[src/common/ssu_pkg.sv]
// package for the serial shift unit: register map, field positions,
// reset values, mode codes and the pin carriers.
// assumes a 32-bit Avalon-MM slave with byte addresses, one word per register.
package ssu_pkg;

	// register byte offsets
	localparam logic [3:0] SSU_OFF_DATA   = 4'h0;
	localparam logic [3:0] SSU_OFF_BUFFER = 4'h4;
	localparam logic [3:0] SSU_OFF_STATUS = 4'h8;
	localparam logic [3:0] SSU_OFF_CTRL   = 4'hC;

	// serial_status fields
	localparam int SSU_ST_START = 7;
	localparam int SSU_ST_OVF   = 6;
	localparam int SSU_ST_STOP  = 5;
	localparam int SSU_ST_COLL  = 4;

	// serial_control fields
	localparam int SSU_CT_SIE    = 7;
	localparam int SSU_CT_OIE    = 6;
	localparam int SSU_CT_WM_HI  = 5;
	localparam int SSU_CT_WM_LO  = 4;
	localparam int SSU_CT_CS_HI  = 3;
	localparam int SSU_CT_CS_LO  = 2;
	localparam int SSU_CT_CLK    = 1;
	localparam int SSU_CT_TOGGLE = 0;

	// reset values and the counter's top value
	localparam logic [7:0] SSU_STATUS_RST = 8'h00;
	localparam logic [7:0] SSU_CTRL_RST   = 8'h00;
	localparam logic [7:0] SSU_DATA_RST   = 8'h00;
	localparam logic [3:0] SSU_CNT_MAX    = 4'hF;

	// wire_mode_sel codes
	localparam logic [1:0] SSU_WM_OFF     = 2'h0;
	localparam logic [1:0] SSU_WM_THREE   = 2'h1;
	localparam logic [1:0] SSU_WM_TWO     = 2'h2;
	localparam logic [1:0] SSU_WM_TWO_OVF = 2'h3;

	// clock_select codes
	localparam logic [1:0] SSU_CS_SOFT  = 2'h0;
	localparam logic [1:0] SSU_CS_TIMER = 2'h1;

	// port-register view of the two pins, same clock domain
	typedef struct packed {
		logic ddr_data;
		logic ddr_clock;
		logic port_data;
		logic port_clock;
	} ssu_port_t;

	// pin drive: value and enable per pin, enable high while driving
	typedef struct packed {
		logic do_val;
		logic do_oe;
		logic sda_val;
		logic sda_oe;
		logic scl_val;
		logic scl_oe;
	} ssu_pin_out_t;

endpackage

[src/ssu_top.sv]
// serial shift unit: 8-bit shift register, receive buffer, 4-bit counter,
// start/stop/overflow/collision status, behind an Avalon-MM slave.
// assumes serial pins arrive asynchronous; port bits, timer match and
// global enable come from logic on the same clock.

`timescale 1ns/1ps

module ssu_top
	import ssu_pkg::*;
(
	input  wire logic         clock,
	input  wire logic         rst_n,
	input  wire logic [3:0]   avs_address,
	input  wire logic         avs_read,
	input  wire logic         avs_write,
	input  wire logic [31:0]  avs_writedata,
	input  wire logic [3:0]   avs_byteenable,
	output logic [31:0]       avs_readdata,
	output logic              avs_waitrequest,
	input  wire logic         serial_in_pin,
	input  wire logic         serial_clock_pin,
	input  wire ssu_port_t    port_in,
	input  wire logic         timer_match,
	input  wire logic         global_int_enable,
	output ssu_pin_out_t      pin_out,
	output logic              overflow_irq,
	output logic              start_irq,
	output logic              wake_idle,
	output logic              wake_all
);

	// pin synchronisers and edge history
	logic        sin_s1_r;
	logic        sin_s2_r;
	logic        sin_d_r;
	logic        sck_s1_r;
	logic        sck_s2_r;
	logic        sck_d_r;

	// bus
	logic        wait_r;
	logic [31:0] rdata_r;

	// control
	logic        sie_r;
	logic        oie_r;
	logic [1:0]  wm_r;
	logic [1:0]  cs_r;
	logic        clk_sel_r;

	// datapath and status
	logic [7:0]  sdr_r;
	logic [7:0]  sdr_nxt;
	logic [7:0]  rbuf_r;
	logic [3:0]  cnt_r;
	logic        start_r;
	logic        ovf_r;
	logic        stop_r;
	logic        latch_r;
	logic        hold_start_r;
	ssu_pin_out_t pin_r;
	logic        ovf_irq_r;
	logic        start_irq_r;

	// decoded events
	logic        req;
	logic        acc;
	logic        wr;
	logic        wr_data;
	logic        wr_stat;
	logic        wr_ctrl;
	logic [1:0]  cs_eff;
	logic        clk_eff;
	logic        tc_strobe;
	logic        sw_strobe;
	logic        scl_rise;
	logic        scl_fall;
	logic        sda_q;
	logic        two_wire;
	logic        start_cond;
	logic        stop_cond;
	logic        cnt_tick;
	logic        shift_tick;
	logic        ovf_set;
	logic        start_set;
	logic        start_clr;
	logic        ovf_clr;
	logic        latch_open;
	logic [7:0]  status_view;
	logic [7:0]  ctrl_view;

	// the second stage of each synchroniser feeds the logic; the delayed third copy feeds only the edge and start/stop detectors
	always_ff @(posedge clock or negedge rst_n) begin
		if (!rst_n) begin
			sin_s1_r <= 1'b1;
			sin_s2_r <= 1'b1;
			sin_d_r  <= 1'b1;
			sck_s1_r <= 1'b1;
			sck_s2_r <= 1'b1;
			sck_d_r  <= 1'b1;
		end else begin
			sin_s1_r <= serial_in_pin;
			sin_s2_r <= sin_s1_r;
			sin_d_r  <= sin_s2_r;
			sck_s1_r <= serial_clock_pin;
			sck_s2_r <= sck_s1_r;
			sck_d_r  <= sck_s2_r;
		end
	end

	assign sda_q    = sin_s2_r;
	assign scl_rise = sck_s2_r & ~sck_d_r;
	assign scl_fall = ~sck_s2_r & sck_d_r;
	assign two_wire = wm_r[1];

	// bus slave: one wait cycle, then one cycle with waitrequest low
	assign req     = avs_read | avs_write;
	assign acc     = req & ~wait_r;
	assign wr      = acc & avs_write & avs_byteenable[0];
	assign wr_data = wr & (avs_address == SSU_OFF_DATA);
	assign wr_stat = wr & (avs_address == SSU_OFF_STATUS);
	assign wr_ctrl = wr & (avs_address == SSU_OFF_CTRL);

	always_ff @(posedge clock or negedge rst_n) begin
		if (!rst_n)
			wait_r <= 1'b1;
		else
			wait_r <= ~(req & wait_r);
	end

	assign status_view = {start_r, ovf_r, stop_r,
		sdr_r[7] ^ sda_q, cnt_r};
	// strobe bits are write-only and read as zero
	assign ctrl_view = {sie_r, oie_r, wm_r, cs_r, 2'b00};

	always_ff @(posedge clock or negedge rst_n) begin
		if (!rst_n) begin
			rdata_r <= 32'h0000_0000;
		end else if (req & wait_r & avs_read) begin
			unique case (avs_address)
			SSU_OFF_DATA:   rdata_r <= {24'h00_0000, sdr_r};
			SSU_OFF_BUFFER: rdata_r <= {24'h00_0000, rbuf_r};
			SSU_OFF_STATUS: rdata_r <= {24'h00_0000, status_view};
			SSU_OFF_CTRL:   rdata_r <= {24'h00_0000, ctrl_view};
			default:        rdata_r <= 32'h0000_0000;
			endcase
		end
	end

	always_ff @(posedge clock or negedge rst_n) begin
		if (!rst_n) begin
			{sie_r, oie_r, wm_r, cs_r} <= SSU_CTRL_RST[7:2];
			clk_sel_r <= SSU_CTRL_RST[SSU_CT_CLK];
		end else if (wr_ctrl) begin
			sie_r     <= avs_writedata[SSU_CT_SIE];
			oie_r     <= avs_writedata[SSU_CT_OIE];
			wm_r      <= avs_writedata[SSU_CT_WM_HI:SSU_CT_WM_LO];
			cs_r      <= avs_writedata[SSU_CT_CS_HI:SSU_CT_CS_LO];
			clk_sel_r <= avs_writedata[SSU_CT_CLK];
		end
	end

	// a control write's clock select and strobes act in that very cycle; wire mode and the latch use the stored values
	assign cs_eff    = wr_ctrl ? avs_writedata[SSU_CT_CS_HI:SSU_CT_CS_LO]
		: cs_r;
	assign clk_eff   = wr_ctrl ? avs_writedata[SSU_CT_CLK] : clk_sel_r;
	assign sw_strobe = wr_ctrl & avs_writedata[SSU_CT_CLK];
	assign tc_strobe = wr_ctrl & avs_writedata[SSU_CT_TOGGLE];

	// clock sources; pins are read in every wire mode
	always_comb begin
		unique case (cs_eff)
		SSU_CS_SOFT: begin
			cnt_tick   = sw_strobe;
			shift_tick = sw_strobe;
		end
		SSU_CS_TIMER: begin
			cnt_tick   = timer_match;
			shift_tick = timer_match;
		end
		default: begin
			if (clk_eff) begin
				cnt_tick   = tc_strobe;
				shift_tick = tc_strobe;
			end else begin
				cnt_tick   = scl_rise | scl_fall;
				shift_tick = cs_eff[0] ? scl_fall : scl_rise;
			end
		end
		endcase
	end

	// a data write beats a coincident shift
	always_comb begin
		if (wr_data)
			sdr_nxt = avs_writedata[7:0];
		else if (shift_tick)
			sdr_nxt = {sdr_r[6:0], sda_q};
		else
			sdr_nxt = sdr_r;
	end

	always_ff @(posedge clock or negedge rst_n) begin
		if (!rst_n)
			sdr_r <= SSU_DATA_RST;
		else
			sdr_r <= sdr_nxt;
	end

	// counter; a status write beats a coincident tick
	assign ovf_set = cnt_tick & ~wr_stat & (cnt_r == SSU_CNT_MAX);

	always_ff @(posedge clock or negedge rst_n) begin
		if (!rst_n)
			cnt_r <= SSU_STATUS_RST[3:0];
		else if (wr_stat)
			cnt_r <= avs_writedata[3:0];
		else if (cnt_tick)
			cnt_r <= cnt_r + 4'h1;
	end

	// buffer holds the completed byte so a read never races the next shift
	always_ff @(posedge clock or negedge rst_n) begin
		if (!rst_n)
			rbuf_r <= SSU_DATA_RST;
		else if (ovf_set)
			rbuf_r <= sdr_nxt;
	end

	// start and stop detection on the synchronised lines
	assign start_cond = two_wire & sck_s2_r & sin_d_r & ~sda_q;
	assign stop_cond  = two_wire & sck_s2_r & ~sin_d_r & sda_q;
	assign start_set  = start_cond | (~two_wire & cs_eff[1] & ~clk_eff
		& (scl_rise | scl_fall));
	assign start_clr  = wr_stat & avs_writedata[SSU_ST_START];
	assign ovf_clr    = wr_stat & avs_writedata[SSU_ST_OVF];

	// sticky flags: a set in the clearing cycle wins
	always_ff @(posedge clock or negedge rst_n) begin
		if (!rst_n) begin
			start_r <= SSU_STATUS_RST[SSU_ST_START];
			ovf_r   <= SSU_STATUS_RST[SSU_ST_OVF];
			stop_r  <= SSU_STATUS_RST[SSU_ST_STOP];
		end else begin
			start_r <= start_set | (start_r & ~start_clr);
			ovf_r   <= ovf_set | (ovf_r & ~ovf_clr);
			stop_r  <= stop_cond | (stop_r
				& ~(wr_stat & avs_writedata[SSU_ST_STOP]));
		end
	end

	// start hold grabs the clock line once the master pulls it low
	always_ff @(posedge clock or negedge rst_n) begin
		if (!rst_n)
			hold_start_r <= 1'b0;
		else if (~two_wire | start_clr)
			hold_start_r <= 1'b0;
		else if (start_r & scl_fall)
			hold_start_r <= 1'b1;
	end

	// output latch: external clock opens it on the phase before sampling
	assign latch_open = ~cs_r[1] | (sck_s2_r == cs_r[0]);

	always_ff @(posedge clock or negedge rst_n) begin
		if (!rst_n)
			latch_r <= SSU_DATA_RST[7];
		else if (latch_open)
			latch_r <= sdr_nxt[7];
	end

	// pin drive; nothing leaves the data pin without its direction bit
	always_ff @(posedge clock or negedge rst_n) begin
		if (!rst_n) begin
			pin_r <= '0;
		end else begin
			pin_r.do_val  <= latch_r;
			pin_r.do_oe   <= (wm_r == SSU_WM_THREE)
				& port_in.ddr_data;
			pin_r.sda_val <= 1'b0;
			pin_r.sda_oe  <= two_wire & port_in.ddr_data
				& (~latch_r | ~port_in.port_data);
			pin_r.scl_val <= 1'b0;
			pin_r.scl_oe  <= two_wire & port_in.ddr_clock
				& (~port_in.port_clock | hold_start_r
				| ((wm_r == SSU_WM_TWO_OVF) & ovf_r));
		end
	end

	// requests follow the flags, so a pending flag fires when enabled
	always_ff @(posedge clock or negedge rst_n) begin
		if (!rst_n) begin
			ovf_irq_r   <= 1'b0;
			start_irq_r <= 1'b0;
		end else begin
			ovf_irq_r   <= ovf_r & oie_r & global_int_enable;
			start_irq_r <= start_r & sie_r & global_int_enable;
		end
	end

	assign avs_readdata    = rdata_r;
	assign avs_waitrequest = wait_r;
	assign pin_out         = pin_r;
	assign overflow_irq    = ovf_irq_r;
	assign start_irq       = start_irq_r;
	assign wake_idle       = ovf_irq_r;
	assign wake_all        = start_irq_r;
endmodule

[config.mk]
export PLATFORM = sky130hd
export DESIGN_NAME = ssu_top
export DESIGN_NICKNAME = d
export VERILOG_FILES = /design/src/common/ssu_pkg.sv /design/src/ssu_top.sv
export SDC_FILE = /design/constraint.sdc
export NUM_CORES = 1
export LEC_CHECK = 0
export ABC_AREA = 1
export BUFFER_PORTS_ARGS = -buffer_cell sky130_fd_sc_hd__buf_4
export CAP_MARGIN = 20
export CORE_ASPECT_RATIO = 0.8
export CORE_MARGIN = 5
export CORE_UTILIZATION = 35
export CTS_CLUSTER_SIZE = 25
export DETAILED_ROUTE_END_ITERATION = 10
export MAX_ROUTING_LAYER = met4
export SLEW_MARGIN = 20
export SYNTH_ARGS = -nofsm -noshare
export SYNTH_HDL_FRONTEND = slang
export SYNTH_SLANG_ARGS = --single-unit
[constraint.sdc]
create_clock -name clock -period 1.6 [get_ports clock]
set_input_delay 0.08 -clock clock [delete_from_list [all_inputs] [get_ports clock]]
set_output_delay 0.08 -clock clock [all_outputs]
set_load 0.05 [all_outputs]
==> key figures <==
Final layout
  • Filler Cell Count: 747
  • Share of cells above drive strength 1: 37.0%
  • Final Cell Area: 3800 um2
  • Nets: 473
  • Diodes inserted: 0
  • Area Overhead vs Synth: 36.1%

Critical path
  • Critical path arrival: 2.15 ns
  • Kind of critical path: register to register
  • CP max-delay cell: dfstp_4
  • Family with the most delay on the worst path: simple AND/OR/NAND/NOR gates
  • Critical path capture point type: register
  • Reg2reg setup slack: -0.29 ns
  • Crit-path cells: nor2_4, nand2_4, buf_12, o21ai_4, nand2_2, nand2_4, nand2_8, nor2_8, buf_4, nand2_1, nand2_1
  • CP max stage delay: 0.48 ns
  • Crit Path Max Fanout: 5
  • Worst setup SP type: register
  • Critical Path RT: 1.86 ns
  • Worst path buffer plus inverter count: 2

Logic synthesis
  • Mapped Cells: 327
  • Async SR Flop Fraction: 100%
  • Syn Area/Cell: 8.55 um2
  • Synth cell count leaders: 112 x nand2_1, 46 x dfrtp_1, 31 x inv_1, 28 x buf_4, 26 x nand3_1
  • Number of synthesized flops with an enable pin: 0
  • XOR/XNOR Fraction of Synth Area: 0.940%
  • Post-Synth Simple-Gate Area: 27.7%
  • Biggest area consumer among synthesized cells: dfrtp_1
  • Sequential-to-total area share from yosys stat: 47.8%
  • Share of the synthesized area in the top cell type: 41.2%
  • Mux share of post-synthesis cell area: 0.806%
  • Largest cells by area after synthesis: dfrtp_1 41%, nand2_1 15%, buf_4 7.5%
  • Compound-Gate Fraction of Synth Area: 7.92%
  • Most used DFF post-synth: dfrtp_1
  • Count leader, synth: nand2_1
  • Post-synthesis adder-cell area fraction: 1.34%
  • #FFs+latches synth: 53
  • Ys Warns: 0
  • Yosys cell types: 36
  • Largest family of logic cells by synthesized area: simple AND/OR/NAND/NOR gates
  • Synth Cell Area: 2800 um2

Run status
  • Failing checks: negative setup slack
  • Status: finished, violations left

Timing
  • Final Hold Viols: 0
  • Max Clock Skew: 0.0112 ns
  • Fmax: 0.529 GHz
  • Final Cycle Share: 118%
  • Min Tclk post-route: 1.89 ns
  • Unrepaired setup endpoints after global routing: yes
  • Slew @ Worst Pin: 0.665 ns
  • Hold WS: 0.0110 ns
  • Setup WS post-layout: -0.289 ns
  • Setup TNS: -5.15 ns
  • Worst slew margin: 55.7%
  • Max Slew Vio Count: 0
  • Count of final setup violators: 23

Place
  • Post-DP HPWL: 5.34 mm
  • Placement Setup Slack: -0.264 ns
  • Placed cell areas: 3360 um2
  • GPL Wtd Cong: 0.852
  • Port Buffers: 41

Route
  • WL final: 7.30 mm
  • Via Count: 2422
  • Pre-Repair DR Iteration Count: 5
  • Wire per inst: 13.8 um
  • DRC violations left: 0
  • ANT nets after route: 0
  • Via-to-Cell Ratio: 4.60
  • DR iter-0 viols: 178

Power and ir drop
  • Worst vdd ir: 514 uV
  • Leak: 2.00 nW
  • P per Cell Area: 1170 nW/um2

Clock tree
  • Later-pin clock latency in the skew report: 0.31 ns
  • CTS Buf Count: 5
  • CTS sink cnt: 53
  • Clk buf depth: 2
  • Root Buffer: clkbuf_8
  • Worst-path clk slew: 0.10 ns
  • Number of H-tree levels: 2
  • CTS tree: built

Floorplanning
  • Initial core utilization: 35.5%
  • Core Rows: 29
  • Core area: 7870 um2
  • Die area: 9880 um2
  • Die Y-Extent: 89.9 um
  • Die width: 110 um
  • IO Pins: 95

Min path
  • Worst hold path class: input port to register

Global routing
  • Total gr overflow: 0
  • Initial antenna violation count: 0
  • First-pass GRT wire length: 11.6 mm
  • Overall Global Routing Usage: 15.5%
  • Largest net degree at the start of global routing: 54
  • Vias in the first global route: 2344

Flow run
  • Max-cap violations: 0
[metrics by stage]
| step | total power, mW | utilization [%] | instances |
|---|---|---|---|
| final | 4.44 | 48.3 | 527 |
| after global routing | 4.71 | 48.3 | 527 |
| after CTS | 4.29 | 46.3 | 523 |
| after detailed placement | 3.43 | 42.7 | 500 |
| after global placement | 3.40 | 42.7 | 500 |
| after floorplan | 2.99 | - | 352 |
[path summary, 6_finish.rpt]
check | start | endpoint | cells after the start
worst max-delay path | avs_waitrequest | rbuf_r[6] | 11
worst min-delay path | avs_writedata[6] | sdr_r[6] | 3
worst max register to register | avs_waitrequest | rbuf_r[6] | 11
worst min register to register | sck_s1_r | sck_s2_r | 0
max in group asynchronous | rst_n | cnt_r[2] | 2
min in group asynchronous | rst_n | avs_readdata[6] | 2
[power breakdown]
part | switching [mW] | internal [mW] | total, mW
logic | 1.07 | 0.647 | 1.72
clock network | 0.453 | 0.309 | 0.763
registers | 0.265 | 1.69 | 1.96
[per-layer routing]
metal,vias to the layer above,share of wire [%],GRT usage (%)
li1,1171,-,-
met1,1147,47,23.0
met2,98,44,21.9
met3,6,8.2,2.94
met4,0,0.92,3.43
met5,-,0,-
[registers in the layout (all words and copies together) (netlist names), 2 cells and up]
name,cells
avs_readdata,8
cnt_r,4
cs_r,2
pin_out,4
rbuf_r,8
sdr_r,8
wm_r,2
[logic make-up after synthesis]
logic type / Yosys count
flops: 53
fa+ha+maj: 3
other cells: 1
compound gates: 32
mux: 2
buf+inv: 67
xor+xnor: 3
simple gates: 166
[cell type report]
class / count / area [um2] / share of cell area, %
multi-input cells: 234 / 1370 / 35.9
flip-flops and latches: 53 / 1340 / 35.2
repair buffers: 89 / 736 / 19.3
inverters: 35 / 141 / 3.72
well taps: 108 / 135 / 3.55
clock buffers: 6 / 72.6 / 1.91
clock inverters: 2 / 15.0 / 0.395
[repair_timing]
action | CTS | global route
setup buffers | 5 | 3
gates cloned | 1 | 1
resized for setup | 11 | 33
pin swaps | 5 | 12
hold endpoints to repair | 53 | 0
setup endpoints to repair | 24 | 23
hold buffers | 9 | 0
[cell usage in the layout (no fill, tap or decap), types with 9 or more instances in the layout]
cell type	count
nand3_1	18
dfrtp_1	46
nand2_1	94
o21ai_0	12
inv_1	30
buf_4	75
conb_1	26
nand2_2	22
dlygate4sd3_1	9
nand3_2	9
[worst register-to-register path, stage by stage (launching register included)]
cell	delay (ns)
dfstp_4	0.48
nor2_4	0.20
nand2_4	0.10
buf_12	0.14
o21ai_4	0.18
nand2_2	0.14
nand2_4	0.13
nand2_8	0.08
nor2_8	0.16
buf_4	0.14
nand2_1	0.06
nand2_1	0.05
No activity file was read; power rests on OpenSTA's default activity.
